==> config.mk <==
export PLATFORM = sky130hd
export DESIGN_NAME = pmbus_access_control
export DESIGN_NICKNAME = d
export VERILOG_FILES = /design/src/design/pmbus_access_pkg.sv /design/src/design/pmbus_access_control.sv /design/src/design/smbus_slave_rx.sv /design/src/design/restart_timer.sv
export VERILOG_INCLUDE_DIRS = /design/src /design/src/design
export SDC_FILE = /design/constraint.sdc
export NUM_CORES = 1
export LEC_CHECK = 0
export BUFFER_PORTS_ARGS = -buffer_cell sky130_fd_sc_hd__buf_2
export CAP_MARGIN = 40
export CORE_MARGIN = 1.5
export CORE_UTILIZATION = 45
export CTS_BUF_LIST = sky130_fd_sc_hd__clkbuf_16
export DETAILED_ROUTE_END_ITERATION = 7
export SYNTH_ARGS = -nofsm -noshare
export SYNTH_HDL_FRONTEND = slang
export SYNTH_SLANG_ARGS = --single-unit
export TNS_END_PERCENT = 100
==> constraint.sdc <==
create_clock -name CLK_I -period 8.6 [get_ports CLK_I]
set_clock_uncertainty 0.15 [all_clocks]
set_input_delay 0.86 -clock CLK_I [delete_from_list [all_inputs] [get_ports CLK_I]]
set_output_delay 0.86 -clock CLK_I [all_outputs]
set_load 0.05 [all_outputs]
==> src/design/pmbus_access_map.svh <==
// Command codes, reset values and timing of the access logic.
// Definitions only.
`ifndef PMBUS_ACCESS_MAP_SVH
`define PMBUS_ACCESS_MAP_SVH

// Command codes
`define CMD_OPERATION      8'h01
`define CMD_ON_OFF_CONFIG  8'h02
`define CMD_CLEAR_FAULTS   8'h03
`define CMD_PAGE           8'h00
`define CMD_PAGE_PLUS_WR   8'h05
`define CMD_PAGE_PLUS_RD   8'h06
`define CMD_WRITE_LOCK     8'h10
`define CMD_STORE_ALL      8'h15
`define CMD_VOUT_COMMAND   8'h21
`define CMD_CHAN_CONFIG    8'hD0
`define CMD_SHARED_CONFIG  8'hD1
`define CMD_CLEAR_PEAKS    8'hE3
`define CMD_NVM_UNLOCK     8'hBD
`define CMD_OWN_ADDR       8'hE6
`define CMD_RAIL_ADDR      8'hFA

// Reset values
`define RST_CHAN_CONFIG    8'h1D
`define RST_SHARED_CONFIG  8'h21
`define RST_WRITE_LOCK     8'h00
`define RST_OWN_ADDR       8'h4F
`define RST_RAIL_ADDR      8'h80
`define RST_PAGE           8'h00
// Idle pins: bus high, no protect, phase clock high, run and GPIO inactive
`define SYNC_IDLE          8'hD0

// Lock and address constants
`define LOCK_RSVD_MASK     8'h1F
`define ADDR_DISABLE       8'h80
`define GLOBAL_ADDR_A      7'h5A
`define GLOBAL_ADDR_B      7'h5B
`define PAGE_ALL           8'hFF

// Channel config bits
`define CC_NO_RUN_LOW      4
`define CC_SHORT_CYCLE     3
`define CC_SHARE_CLK_EN    2
`define CC_NO_GPIO_ALERT   1
`define CC_NO_DECAY_WAIT   0

// Timing
`define RESTART_WAIT_MS    120
`define CLK_FREQ_HZ        100000000

`endif

==> src/design/pmbus_access_pkg.sv <==
// Types shared by the PMBus access logic.
// Assumes the map header is compiled alongside.
`default_nettype none
package pmbus_access_pkg;
    typedef enum logic [1:0]
    {
        PIN_LOW,
        PIN_HIGH,
        PIN_OPEN
    } strap_t;
endpackage
`default_nettype wire

==> src/design/pmbus_access_control.sv <==
// PMBus decode: write lock, addressing, channel config.
// Assumes async pins; bus far below CLK_I/8.
//
// Contract
// - Indirect read answers in one packet; page kept.
// - Non-paged indirect target ignores page byte.
// - Indirect read: block write, block read process call.
// - Nested indirect command: NACK packet, raise fault.
// - Protect pin overrides lock; lock never shows pin.
// - Lock zero accepts every write except lock values with bits 4:0 set.
// - Protect pin: only page, operation, peaks, unlock, clear.
// - Own address 7 bits; 0x80 disables it.
// - Global addresses 0x5A, 0x5B always answer.
// - Low select pin sets LSB, high pin MSB.
// - Open pin keeps stored address bits.
// - Rail address reaches current page's channel.
// - Rail read contention raises fault.
// - Rail address 0x80 disables it.
// - Bit 4: run pin not pulled low when off.
// - Bit 2: output off while phase clock low.
// - Bit 1: no alert from external GPIO low.
// - Bit 0 clear: wait for decay before restart.
// - Short cycle, bit 3 set: off now, restart after 120ms.
// - Short cycle, bit 3 clear: normal off, then 120ms.
// - Channel config resets 0x1D, shared 0x21.
// - Lock at 0x10; own address at 0xE6, default 0x4F.
`default_nettype none
`include "pmbus_access_map.svh"
module pmbus_access_control
#(
    parameter int NCH          = 2,
    parameter int WAIT_CYCLES  = (`CLK_FREQ_HZ / 1000) * `RESTART_WAIT_MS
)
(
    // Clock and reset
    input  wire logic                          CLK_I,
    input  wire logic                          NRST_I,
    // SMBus
    input  wire logic                          SCL_I,
    input  wire logic                          SDA_I,
    output logic                               SDA_OE_N_O,
    output logic                               ALERT_OE_N_O,
    // Pins
    input  wire logic                          WP_I,
    input  wire pmbus_access_pkg::strap_t      ADDR_SELECT_LOW_PIN_I,
    input  wire pmbus_access_pkg::strap_t      ADDR_SELECT_HIGH_PIN_I,
    input  wire logic                          SHARED_PHASE_CLOCK_I,
    // Per channel
    input  wire logic [1:0]                    RUN_I,
    input  wire logic [1:0]                    GPIO_LOW_I,
    input  wire logic [1:0]                    OFF_DONE_I,
    input  wire logic [1:0]                    DECAYED_I,
    output logic      [1:0]                    RUN_OE_N_O,
    output logic      [1:0]                    CH_ENABLE_O,
    output logic      [1:0]                    SHORT_CYCLE_O,
    // Status
    output logic                               COMMUNICATION_FAULT_O
);
    import pmbus_access_pkg::*;

    initial if (NCH != 2) $error("NCH must be 2");

    ////////////////////////////////////////////////////////////////////////////
    // Input synchronisers
    logic [7:0] s1_r, s2_r;
    always_ff @(posedge CLK_I or negedge NRST_I)
    begin
        if (!NRST_I)
        begin
            s1_r <= `SYNC_IDLE;
            s2_r <= `SYNC_IDLE;
        end
        else
        begin
            s1_r <= {SCL_I, SDA_I, WP_I, SHARED_PHASE_CLOCK_I, RUN_I, GPIO_LOW_I};
            s2_r <= s1_r;
        end
    end
    logic scl_s, sda_s, wp_s, shclk_s;
    logic [1:0] run_s, gpio_s;
    assign {scl_s, sda_s, wp_s, shclk_s, run_s, gpio_s} = s2_r;

    ////////////////////////////////////////////////////////////////////////////
    // Byte engine
    logic start, stop, bytev, first, ack, rd_req, rd_mode, mism;
    logic [7:0] rx, rd_data;
    smbus_slave_rx u_rx
    (
        .clk_i      (CLK_I),
        .nrst_i     (NRST_I),
        .scl_i      (scl_s),
        .sda_i      (sda_s),
        .sda_oe_n_o (SDA_OE_N_O),
        .start_o    (start),
        .stop_o     (stop),
        .byte_o     (bytev),
        .data_o     (rx),
        .first_o    (first),
        .ack_i      (ack),
        .rd_req_o   (rd_req),
        .rd_data_i  (rd_data),
        .rd_mode_o  (rd_mode),
        .mismatch_o (mism)
    );

    ////////////////////////////////////////////////////////////////////////////
    // Functions
    function automatic logic is_paged(input logic [7:0] c);
        return c == `CMD_CHAN_CONFIG || c == `CMD_RAIL_ADDR || c == `CMD_OPERATION
            || c == `CMD_ON_OFF_CONFIG || c == `CMD_VOUT_COMMAND;
    endfunction

    // Write permission by lock level and protect pin
    function automatic logic wr_ok(input logic [7:0] c, input logic [7:0] lvl, input logic wp);
        logic a, b, d;
        a = c == `CMD_WRITE_LOCK || c == `CMD_PAGE || c == `CMD_NVM_UNLOCK || c == `CMD_STORE_ALL;
        b = a || c == `CMD_CLEAR_PEAKS || c == `CMD_OPERATION || c == `CMD_CLEAR_FAULTS;
        d = b || c == `CMD_ON_OFF_CONFIG || c == `CMD_VOUT_COMMAND;
        if (wp)
            return c == `CMD_PAGE || c == `CMD_OPERATION || c == `CMD_CLEAR_PEAKS
                || c == `CMD_NVM_UNLOCK || c == `CMD_CLEAR_FAULTS;
        if (lvl[7])
            return a;
        if (lvl[6])
            return b;
        if (lvl[5])
            return d;
        return 1'b1;
    endfunction

    ////////////////////////////////////////////////////////////////////////////
    // Address resolution from straps
    logic [6:0] own_addr;
    logic [7:0] own_addr_r, lock_r, page_r, shared_r;
    logic [7:0] chan_r [2], rail_r [2];
    always_comb
    begin
        own_addr = own_addr_r[6:0];
        if (ADDR_SELECT_HIGH_PIN_I != PIN_OPEN)
            own_addr[6] = ADDR_SELECT_HIGH_PIN_I == PIN_HIGH;
        if (ADDR_SELECT_LOW_PIN_I != PIN_OPEN)
            own_addr[0] = ADDR_SELECT_LOW_PIN_I == PIN_HIGH;
    end
    logic sel_ch;
    assign sel_ch = page_r == 8'h01;

    ////////////////////////////////////////////////////////////////////////////
    // Command decode
    typedef enum logic [2:0] {P_ADDR, P_CMD, P_DATA, P_PPCNT, P_PPPAGE, P_PPCMD, P_IDLE} ph_t;
    ph_t        ph_r, ph_nxt;
    logic [7:0] cmd_r, cmd_nxt, ppg_r, ppg_nxt, tcmd_r, tcmd_nxt;
    logic       rail_r_acc, rail_acc_nxt, pp_r, pp_nxt, cml_r, cml_nxt;
    logic       wr_en;
    logic [7:0] wdata, wcmd;
    logic       wch;
    logic [1:0] rcnt_r, rcnt_nxt;

    function automatic logic [7:0] rd_reg(input logic [7:0] c, input logic ch);
        unique case (c)
            `CMD_PAGE:          return page_r;
            `CMD_WRITE_LOCK:    return lock_r;
            `CMD_OWN_ADDR:      return own_addr_r;
            `CMD_RAIL_ADDR:     return rail_r[ch];
            `CMD_CHAN_CONFIG:   return chan_r[ch];
            `CMD_SHARED_CONFIG: return shared_r;
            default:            return 8'hFF;
        endcase
    endfunction

    always_comb
    begin
        ph_nxt = ph_r;
        cmd_nxt = cmd_r;
        ppg_nxt = ppg_r;
        tcmd_nxt = tcmd_r;
        rail_acc_nxt = rail_r_acc;
        pp_nxt = pp_r;
        cml_nxt = (cml_r && !(cmd_r == `CMD_CLEAR_FAULTS && ph_r == P_DATA && stop)) || (mism && rail_r_acc);
        rcnt_nxt = rcnt_r;
        ack = 1'b0;
        wr_en = 1'b0;
        wdata = rx;
        wcmd = cmd_r;
        wch = sel_ch;
        rd_data = 8'hFF;
        if (start)
            ph_nxt = P_ADDR;
        if (bytev)
        begin
            unique case (ph_r)
                P_ADDR:
                begin
                    ack = rx[7:1] == `GLOBAL_ADDR_A || rx[7:1] == `GLOBAL_ADDR_B
                        || (own_addr_r != `ADDR_DISABLE && rx[7:1] == own_addr)
                        || (rail_r[sel_ch] != `ADDR_DISABLE && rx[7:1] == rail_r[sel_ch][6:0]);
                    rail_acc_nxt = rail_r[sel_ch] != `ADDR_DISABLE && rx[7:1] == rail_r[sel_ch][6:0];
                    if (!rx[0])
                    begin
                        ph_nxt = ack ? P_CMD : P_IDLE;
                        pp_nxt = 1'b0;
                    end
                    rcnt_nxt = 2'd0;
                end
                P_CMD:
                begin
                    ack = 1'b1;
                    cmd_nxt = rx;
                    ph_nxt = rx == `CMD_PAGE_PLUS_RD ? P_PPCNT : P_DATA;
                end
                P_PPCNT:
                begin
                    ack = 1'b1;
                    ph_nxt = P_PPPAGE;
                end
                P_PPPAGE:
                begin
                    ack = 1'b1;
                    ppg_nxt = rx;
                    ph_nxt = P_PPCMD;
                end
                P_PPCMD:
                begin
                    if (rx == `CMD_PAGE_PLUS_RD || rx == `CMD_PAGE_PLUS_WR)
                    begin
                        ack = 1'b0;
                        cml_nxt = 1'b1;
                        ph_nxt = P_IDLE;
                    end
                    else
                    begin
                        ack = 1'b1;
                        tcmd_nxt = rx;
                        pp_nxt = 1'b1;
                        ph_nxt = P_IDLE;
                    end
                end
                P_DATA:
                begin
                    ack = wr_ok(cmd_r, lock_r, wp_s) && !(cmd_r == `CMD_WRITE_LOCK && (rx & `LOCK_RSVD_MASK) != 8'h00);
                    wr_en = ack;
                    if (!ack)
                        cml_nxt = 1'b1;
                    ph_nxt = P_IDLE;
                end
                P_IDLE:
                    ack = 1'b0;
            endcase
        end
        if (rd_req)
        begin
            rcnt_nxt = rcnt_r + 2'd1;
            if (pp_r)
                rd_data = rcnt_r == 2'd0 ? 8'h01
                    : rd_reg(tcmd_r, is_paged(tcmd_r) ? ppg_r == 8'h01 : sel_ch);
            else
                rd_data = rd_reg(cmd_r, sel_ch);
        end
    end

    ////////////////////////////////////////////////////////////////////////////
    // Registers
    always_ff @(posedge CLK_I or negedge NRST_I)
    begin
        if (!NRST_I)
        begin
            ph_r <= P_IDLE;
            cmd_r <= 8'h00;
            ppg_r <= 8'h00;
            tcmd_r <= 8'h00;
            rail_r_acc <= 1'b0;
            pp_r <= 1'b0;
            cml_r <= 1'b0;
            rcnt_r <= 2'd0;
            page_r <= `RST_PAGE;
            lock_r <= `RST_WRITE_LOCK;
            own_addr_r <= `RST_OWN_ADDR;
            shared_r <= `RST_SHARED_CONFIG;
            chan_r <= '{`RST_CHAN_CONFIG, `RST_CHAN_CONFIG};
            rail_r <= '{`RST_RAIL_ADDR, `RST_RAIL_ADDR};
        end
        else
        begin
            ph_r <= ph_nxt;
            cmd_r <= cmd_nxt;
            ppg_r <= ppg_nxt;
            tcmd_r <= tcmd_nxt;
            rail_r_acc <= rail_acc_nxt;
            pp_r <= pp_nxt;
            cml_r <= cml_nxt;
            rcnt_r <= rcnt_nxt;
            if (wr_en)
            begin
                unique case (wcmd)
                    `CMD_PAGE:          page_r <= wdata;
                    `CMD_WRITE_LOCK:    lock_r <= wdata;
                    `CMD_OWN_ADDR:      own_addr_r <= wdata;
                    `CMD_SHARED_CONFIG: shared_r <= wdata;
                    `CMD_CHAN_CONFIG:
                    begin
                        if (page_r == `PAGE_ALL)
                            chan_r <= '{wdata, wdata};
                        else
                            chan_r[wch] <= wdata;
                    end
                    `CMD_RAIL_ADDR:
                    begin
                        if (page_r == `PAGE_ALL)
                            rail_r <= '{wdata, wdata};
                        else
                            rail_r[wch] <= wdata;
                    end
                    default:;
                endcase
            end
        end
    end

    ////////////////////////////////////////////////////////////////////////////
    // Channels
    logic [1:0] en, alert;
    for (genvar g = 0; g < 2; g++)
    begin : g_ch
        restart_timer #(.WAIT_CYCLES(WAIT_CYCLES)) u_tmr
        (
            .clk_i      (CLK_I),
            .nrst_i     (NRST_I),
            .on_cmd_i   (run_s[g]),
            .off_done_i (OFF_DONE_I[g]),
            .decayed_i  (DECAYED_I[g]),
            .short_en_i (chan_r[g][`CC_SHORT_CYCLE]),
            .no_decay_i (chan_r[g][`CC_NO_DECAY_WAIT]),
            .enable_o   (en[g]),
            .short_o    (SHORT_CYCLE_O[g])
        );
        assign CH_ENABLE_O[g] = en[g] && !(chan_r[g][`CC_SHARE_CLK_EN] && !shclk_s);
        assign RUN_OE_N_O[g] = en[g] || chan_r[g][`CC_NO_RUN_LOW];
        assign alert[g] = gpio_s[g] && !chan_r[g][`CC_NO_GPIO_ALERT];
    end

    assign ALERT_OE_N_O = !(cml_r || |alert);
    assign COMMUNICATION_FAULT_O = cml_r;
endmodule
`default_nettype wire

==> src/design/smbus_slave_rx.sv <==
// SMBus slave byte engine with open-drain ACK and read data.
// Assumes the parent synchronises scl and sda.
`default_nettype none
module smbus_slave_rx
(
    // Clock and reset
    input  wire logic       clk_i,
    input  wire logic       nrst_i,
    // Synchronised bus lines
    input  wire logic       scl_i,
    input  wire logic       sda_i,
    output logic            sda_oe_n_o,
    // Byte stream to the parent
    output logic            start_o,
    output logic            stop_o,
    output logic            byte_o,
    output logic [7:0]      data_o,
    output logic            first_o,
    input  wire logic       ack_i,
    output logic            rd_req_o,
    input  wire logic [7:0] rd_data_i,
    output logic            rd_mode_o,
    output logic            mismatch_o
);
    logic       scl_d_r, sda_d_r;
    logic [7:0] sh_r, sh_nxt;
    logic [3:0] bit_r, bit_nxt;
    logic       act_r, act_nxt, frst_r, frst_nxt, rd_r, rd_nxt;
    logic       ackph_r, ackph_nxt, oe_r, oe_nxt, mack_r, mack_nxt;
    logic       rise, fall, st, sp;

    assign rise = scl_i & ~scl_d_r;
    assign fall = ~scl_i & scl_d_r;
    assign st = scl_i & scl_d_r & sda_d_r & ~sda_i;
    assign sp = scl_i & scl_d_r & ~sda_d_r & sda_i;

    always_comb
    begin
        sh_nxt = sh_r;
        bit_nxt = bit_r;
        act_nxt = act_r;
        frst_nxt = frst_r;
        rd_nxt = rd_r;
        ackph_nxt = ackph_r;
        oe_nxt = oe_r;
        mack_nxt = mack_r;
        start_o = st;
        stop_o = sp;
        byte_o = 1'b0;
        rd_req_o = 1'b0;
        mismatch_o = 1'b0;
        if (st)
        begin
            act_nxt = 1'b1;
            frst_nxt = 1'b1;
            rd_nxt = 1'b0;
            bit_nxt = 4'd0;
            ackph_nxt = 1'b0;
            oe_nxt = 1'b1;
        end
        else if (sp)
        begin
            act_nxt = 1'b0;
            oe_nxt = 1'b1;
        end
        else if (act_r && rise && !ackph_r)
        begin
            sh_nxt = {sh_r[6:0], sda_i};
            // Released bit seen low: contention
            if (rd_r && oe_r && !sda_i)
                mismatch_o = 1'b1;
            bit_nxt = bit_r + 4'd1;
        end
        else if (act_r && rise && ackph_r)
            mack_nxt = sda_i;
        else if (act_r && fall)
        begin
            if (bit_r == 4'd8 && !ackph_r)
            begin
                ackph_nxt = 1'b1;
                if (!rd_r)
                begin
                    byte_o = 1'b1;
                    oe_nxt = ~ack_i;
                end
                else
                    oe_nxt = 1'b1;
            end
            else if (ackph_r)
            begin
                ackph_nxt = 1'b0;
                bit_nxt = 4'd0;
                frst_nxt = 1'b0;
                // The ack request is gone by now; our own ACK drive remembers it
                if (frst_r && oe_r)
                    act_nxt = 1'b0;
                if (frst_r && sh_r[0] && !oe_r)
                    rd_nxt = 1'b1;
                if ((frst_r && sh_r[0] && !oe_r) || (rd_r && !mack_r))
                begin
                    rd_req_o = 1'b1;
                    sh_nxt = rd_data_i;
                    oe_nxt = rd_data_i[7];
                end
                else
                begin
                    if (rd_r)
                        act_nxt = 1'b0;
                    oe_nxt = 1'b1;
                end
            end
            else if (rd_r)
                oe_nxt = sh_r[7];
        end
    end

    always_ff @(posedge clk_i or negedge nrst_i)
    begin
        if (!nrst_i)
        begin
            scl_d_r <= 1'b1;
            sda_d_r <= 1'b1;
            sh_r <= 8'h00;
            bit_r <= 4'd0;
            act_r <= 1'b0;
            frst_r <= 1'b0;
            rd_r <= 1'b0;
            ackph_r <= 1'b0;
            oe_r <= 1'b1;
            mack_r <= 1'b1;
        end
        else
        begin
            scl_d_r <= scl_i;
            sda_d_r <= sda_i;
            sh_r <= sh_nxt;
            bit_r <= bit_nxt;
            act_r <= act_nxt;
            frst_r <= frst_nxt;
            rd_r <= rd_nxt;
            ackph_r <= ackph_nxt;
            oe_r <= oe_nxt;
            mack_r <= mack_nxt;
        end
    end

    assign data_o = sh_r;
    assign first_o = frst_r;
    assign rd_mode_o = rd_r;
    assign sda_oe_n_o = oe_r;
endmodule
`default_nettype wire

==> src/design/restart_timer.sv <==
// Per-channel off and restart sequencer.
// Assumes WAIT_CYCLES spans the restart wait.
`default_nettype none
`include "pmbus_access_map.svh"
module restart_timer
#(
    parameter int WAIT_CYCLES = 12000000
)
(
    input  wire logic clk_i,
    input  wire logic nrst_i,
    input  wire logic on_cmd_i,
    input  wire logic off_done_i,
    input  wire logic decayed_i,
    input  wire logic short_en_i,
    input  wire logic no_decay_i,
    output logic      enable_o,
    output logic      short_o
);
    typedef enum logic [1:0] {ST_OFF, ST_ON, ST_FALL, ST_WAIT} seq_t;
    seq_t        st_r, st_nxt;
    logic [31:0] cnt_r, cnt_nxt;
    logic        pend_r, pend_nxt, ev;

    initial if (WAIT_CYCLES < 1) $error("WAIT_CYCLES below one");

    always_comb
    begin
        st_nxt = st_r;
        cnt_nxt = cnt_r;
        pend_nxt = pend_r;
        ev = 1'b0;
        unique case (st_r)
            ST_OFF:
                if (on_cmd_i && (decayed_i || no_decay_i))
                    st_nxt = pend_r ? ST_WAIT : ST_ON;
            ST_ON:
                if (!on_cmd_i)
                    st_nxt = ST_FALL;
            ST_FALL:
                if (on_cmd_i && !off_done_i)
                begin
                    ev = 1'b1;
                    pend_nxt = 1'b1;
                    if (short_en_i)
                    begin
                        st_nxt = ST_WAIT;
                        cnt_nxt = 32'd0;
                    end
                end
                else if (off_done_i)
                begin
                    st_nxt = ST_OFF;
                    cnt_nxt = 32'd0;
                end
            ST_WAIT:
                if (cnt_r >= 32'(WAIT_CYCLES - 1))
                begin
                    pend_nxt = 1'b0;
                    st_nxt = ST_OFF;
                end
                else
                    cnt_nxt = cnt_r + 32'd1;
        endcase
    end

    always_ff @(posedge clk_i or negedge nrst_i)
    begin
        if (!nrst_i)
        begin
            st_r <= ST_OFF;
            cnt_r <= 32'd0;
            pend_r <= 1'b0;
        end
        else
        begin
            st_r <= st_nxt;
            cnt_r <= cnt_nxt;
            pend_r <= pend_nxt;
        end
    end

    assign enable_o = (st_r == ST_ON) || (st_r == ST_FALL && !(on_cmd_i && short_en_i));
    assign short_o = ev;
endmodule
`default_nettype wire

==> results of run 1 <==
## worst paths after layout
| check | slack, ns | start | end | cells after the start |
|---|---|---|---|---|
| setup reg to reg | 5.07 | u_rx.ackph_r | rail_r[14] | 9 |
| hold reg to reg | 0.20 | s1_r[5] | s2_r[5] | 0 |
| min in group CLK_I | 0.20 | s1_r[5] | s2_r[5] | 0 |
| setup / recovery | 5.07 | u_rx.ackph_r | rail_r[14] | 9 |
| hold / removal | 0.18 | NRST_I | g_ch[0].u_tmr.cnt_r[13] | 1 |
| max in group asynchronous | 6.90 | NRST_I | cmd_r[0] | 2 |
## metal layers
layer	track usage, %	vias up	part of all wire, %
met5	0	-	0
li1	-	4042	-
met3	3.870	67	6.2
met4	7.732	0	3.1
met1	31.71	4235	46
met2	34.76	277	44
## worst reg2reg max path: stages (launching register included)
cell and delay [ns]:
dfrtp_1 0.47, inv_1 0.13, ha_1 0.31, clkinv_1 0.19, nand3_1 0.16, nor2_1 0.26, nand2_1 0.26, nand4b_4 0.43
or3_1 0.66, mux2_4 0.38
## power groups by stage
| stage | Sequential, uW | Clock (uW) | Combinational, uW |
|---|---|---|---|
| after CTS | 1080 | 1040 | 426 |
| after floorplan | 1040 | 0 | 325 |
| after global placement | 1100 | 0 | 421 |
| after detailed placement | 1100 | 0 | 424 |
| after global routing | 1090 | 1070 | 461 |
| final | 1080 | 1010 | 426 |
## metrics by stage
stage,hold WS (ns),power [uW]
detailed placement,0.1878,1522
CTS,0.1987,2543
global placement,0.1853,1520
finish,0.1845,2516
global route,0.2099,2625
floorplan,0.1812,1362
## cell families after synthesis
group	count (synthesis)
DFF	202
xor gates and xnor gates	51
and+or+nand+nor	418
muxes	117
adders and majority gates	7
AOI/OAI and AO/OA	204
buffers and inverters	87
## cell type report
class                      instances  area share, %
tap                              324          3.287
clock buffer                      24          4.870
timing repair buffer              43          2.323
multi-input combinational        797          45.93
sequential                       202          41.28
inverter                          26         0.7914
clock inverter                    20          1.512
## cells in the final DEF (no fill, tap or decap), drive strengths merged, types with 6 or more instances in the layout
cell type,synthesis,final
dfrtp,173,173
mux2,88,88
nor2,76,76
nand2,68,68
a21oi,46,46
nand3,41,41
buf,15,41
o21ai,37,37
nor3,36,36
xor2,31,31
inv,25,30
dfstp,29,29
mux2i,27,27
clkbuf,46,25
nor4,23,23
nand4,22,22
a31oi,22,22
and3,20,20
xnor2,20,20
and2,19,19
or3,18,18
nand2b,18,18
nor2b,14,14
o211ai,14,14
or4,11,11
clkinv,1,11
a211oi,10,10
nor4b,10,10
a221oi,9,9
nand3b,7,7
ha,7,7
a21boi,7,7
nand4b,7,7
o22a,6,6
or4b,6,6
==> metrics, run 1 <==
Synth cell types 81; worst vdd ir 0.1919 mV; Routed Antenna Nets 0; Yosys top cell by area dfrtp_1; drt first pass iters 7; leakage 0.005414 uW; CTS Hold Bufs 0; top-area cell type share of the netlist area 38.95%; Vias per Instance 6.003; slowest cell on the critical path or3_1; Adder-Cell Fraction of Synth Area 0.7880%; first-pass GRT wire length 46,380 um; Final Util 50.86%; top-count cell post-synth dfrtp_1; H-tree Lvls 1; Mapped Nets 1,111; Die X 160.2 um; post-synthesis mux area share 12.26%; sequential element share of the synthesized area 45.81%; Yosys reg bits 202; RSZ-0062 raised after global routing no; max-slew violations 0; layout-stage area growth over the synthesis result 10.95%; I/O Buffers 26; total gr overflow 0; final wirelength 28,510 um; Combinational Power Share 16.9%; Power Density 204.0 mW/mm2; Crit path buffers/inverters 2; sw frac 31.26%; Fmax achieved 283.0 MHz; setup ws final 5.066 ns; Row Count 57; Syn. warnings 0; Worst-path clk slew 0.06 ns; commonest cells in the netlist dfrtp_1, nor2_1, mux2_2, nand2_1, clkbuf_1; Starting Density 45.84%; synth top area cells dfrtp_1, mux2_2, dfstp_2; Final GP Congestion 0.9669; die area 0.02565 mm2; Compound-Gate Fraction of Synth Area 12.50%; setup TNS 0 ns; synthesized area per cell 10.23 um2; clk sinks 202; DP Worst Slack 5.140 ns; layout cells sized above 1 20.14%; Worst EP required 8.85 ns; Final Net Count 1,119; status completed; CTS tree done; number of global-route vias before repair 8,377; Top reg by flops g_ch.u_tmr.cnt_r; Clock Power Share 40.0%; Filler cells 2,264; simple-gate area share of the yosys netlist 21.31%; per-cell routed wire length 19.85 um; fraction of registers with async set/reset 100.0%; Critical Path End Type flip-flop; part of the power in registers 43.0%; Worst Path Arrival 3.78 ns; Die H 160.2 um; pin count of the biggest net entering global routing 71; crit path launch type flip-flop; Main synth FF type dfrtp_1; final setup violation count 0; ant diodes 0; max_slew headroom 38.94%; Crit Path Category reg -> reg; Final Hold Viols 0; I/O pins 27; drt drc 0; highest net fanout along the worst path 9; slowest stage delay, CP 0.66 ns; Cells after DPL 1,392; vias 8,621; largest family of logic cells by synthesized area simple AND/OR/NAND/NOR gates; Post-synth EDFFs 0; Synth Instances 1,086; Tot GR Track Use 22.42%; Worst Hold Class in -> async; final instance area 0.01233 mm2; biggest regs g_ch.u_tmr.cnt_r: 64 flops, chan_r: 16 flops, rail_r: 16 flops; Register Area 0.005091 mm2; P_sw 786.4 uW; detailed placer's ending HPWL 19,900 um; Placed Area 0.01154 mm2; Synth Area in XOR/XNOR 4.019%; area occupied by multi-input gates 0.005664 mm2; Worst-Margin Slew 0.9076 ns; cts repair resizes 0; CP top delay family simple AND/OR/NAND/NOR gates; Tcrit/Tclk final 41.09%; final std cells w/o fill 1,436; internal power 1729 uW; initial antenna violation count 0; Root Buffer clkbuf_16; clk_lat worst skew 0.52 ns; number of flip-flops in the largest register 64; DR iter-0 viols 727; CTS Buffer Depth 3; Max Cap Violations 0; crit-path cells inv_1 > ha_1 > clkinv_1 > nand3_1 > nor2_1 > nand2_1 > nand4b_4 > or3_1 > mux2_4; core area 0.02425 mm2; setup bufs post-CTS 0; Post-Syn Area 0.01111 mm2; TritonCTS Buffers 24; min Tclk post-route 3.534 ns
(Power assumes the default switching activity.)
==> inputs of run 2 (changes only) <==
Clock period 8.6 ns to 3.1 ns, I/O delays scaled along.
==> run 2 against run 1 <==
  * Sequential share of layout area fell by 1.8 points
  * Cell area rose by 4.6%
  * Critical path type unchanged
  * Worst setup slack got worse by 5.0 ns
  * Critical path depth did not move
  * Final cell count rose by 4.3%
  * Sequential power rose to 2.7 times the previous value
  * Total power rose to 2.9 times the previous value
==> metrics, run 2 (synthesized netlist as in run 1, its figures left out) <==
Row Count 57; Hold EP g_ch[1].u_tmr.st_r[1]; Critical Path End Type flip-flop; Power Density 560.8 mW/mm2; drt drc 0; vias 8,768; highest net fanout along the worst path 8; final setup violation count 0; min Tclk post-route 3.014 ns; worst vdd ir 0.4094 mV; Worst Hold Class in -> reg; pin count of the biggest net entering global routing 76; crit path launch type flip-flop; R2R Path Start cmd_r[1]; Worst-path clk slew 0.06 ns; max_slew headroom 41.21%; Starting Density 45.84%; Routed Antenna Nets 0; layout-stage area growth over the synthesis result 16.03%; Final Hold Viols 0; status completed; Vias per Instance 5.853; detailed placer's ending HPWL 21,110 um; clk_lat worst skew 0.53 ns; Crit Path Category reg -> reg; hold_sp OFF_DONE_I[1]; CTS Buffer Depth 3; CTS tree done; H-tree Lvls 1; clk sinks 202; initial antenna violation count 0; Max Cap Violations 0; total gr overflow 0; number of flip-flops in the largest register 64; R2R Setup Slk 0.09 ns; commonest non-fill, non-tap cells in the layout dfrtp_1, nor2_1, mux2_2; biggest regs g_ch.u_tmr.cnt_r: 64 flops, chan_r: 16 flops, rail_r: 16 flops; per-cell routed wire length 19.84 um; TritonCTS Buffers 24; core area 0.02425 mm2; I/O pins 27; Top reg by flops g_ch.u_tmr.cnt_r; leakage 0.005742 uW; Die X 160.2 um; die area 0.02565 mm2; Tot GR Track Use 23.73%; Final Util 53.18%; final wirelength 29,710 um; most common cell after layout, fill and taps aside dfrtp_1; Worst-Margin Slew 0.8737 ns; DR iter-0 viols 633; Die H 160.2 um; drt first pass iters 7; R2R Path End chan_r[6]; Final GP Congestion 0.9997; Final Net Count 1,181; final instance area 0.01290 mm2; Worst Path Arrival 3.27 ns; Worst EP required 3.36 ns; Fmax achieved 331.8 MHz; max-slew violations 0; reg2reg path depth 9; first-pass GRT wire length 48,830 um; setup TNS 0 ns; Root Buffer clkbuf_16; Tcrit/Tclk final 97.23%; Placed Area 0.01191 mm2; ant diodes 0; I/O Buffers 26; RSZ-0062 raised after global routing no; hold path cells 3; number of global-route vias before repair 8,982; layout cells sized above 1 24.02%
run 2: changes by cell type in the layout (fill, tap and decap cells not counted), moves of 2 or more:
cell / before / now
bufinv_16: 3 / 5
dlygate4sd3_1: 0 / 10
buf_12: 0 / 2
or3_4: 0 / 2
buf_4: 14 / 67
inv_1: 30 / 27
or3_1: 18 / 16
run 2: layer usage:
metal / global-route usage, % / vias to the layer above / share of wire [%]
li1: - / 4159 / -
met2: 37.27 / 244 / 45
met5: 0 / - / 0
met1: 32.41 / 4290 / 45
met3: 4.571 / 75 / 5.8
met4: 9.303 / 0 / 4.0
run 2: power breakdown:
group          internal [uW]  switching, uW
clock                   1830           1140
sequential              2760            176
combinational            428            895
run 2: worst max path at each step:
stage,startpoint,end,slack [ns],depth (start not counted)
4_1_cts,cmd_r[1],rail_r[1],0.01,8
2_1_floorplan,u_rx.scl_d_r,rail_r[10],0.12,11
3_3_place_gp,cmd_r[1],rail_r[5],0.07,8
3_5_place_dp,cmd_r[1],rail_r[1],0.03,8
6_report,cmd_r[1],chan_r[6],0.09,9
5_1_grt,cmd_r[3],chan_r[1],0.004,9
run 2: timing repair:
| action | in CTS | in global routing |
|---|---|---|
| endpoints found under the hold margin | 70 | 0 |
| hold buffers | 10 | 0 |
| resized for setup | 0 | 4 |
| endpoints found under the setup margin | 0 | 32 |
| buffers inserted | 0 | 3 |
run 2: layout make-up:
| cell class | instances | area (um2) |
|---|---|---|
| well taps | 324 | 405.4 |
| repair buffers | 105 | 782.0 |
| clock buffers | 24 | 600.6 |
| clock inverters | 20 | 239.0 |
| inverters | 26 | 97.59 |
| multi-input cells | 797 | 5680 |
| flip-flops and latches | 202 | 5091 |
| fillers | 2149 | 11350 |
run 2: worst max-delay path: stages (launching register included):
cell	delay, ns
dfrtp_1	0.41
or4b_4	0.57
nor4_1	0.28
nand2_1	0.14
o2111ai_4	0.15
nand4b_4	0.23
buf_4	0.23
nor3_4	0.17
buf_4	0.21
mux2_2	0.34
run 2: stage by stage:
step	hold slack [ns]	setup WS (ns)	power, uW	instances
floorplan	-0.1356	0.1157	3779	1086
global placement	0.1814	0.07243	4284	1441
detailed placement	0.1862	0.02684	4291	1441
CTS	0.02410	0.01430	7305	1495
global route	0.05420	0.004069	7557	1498
finish	0.04310	0.08589	7232	1498
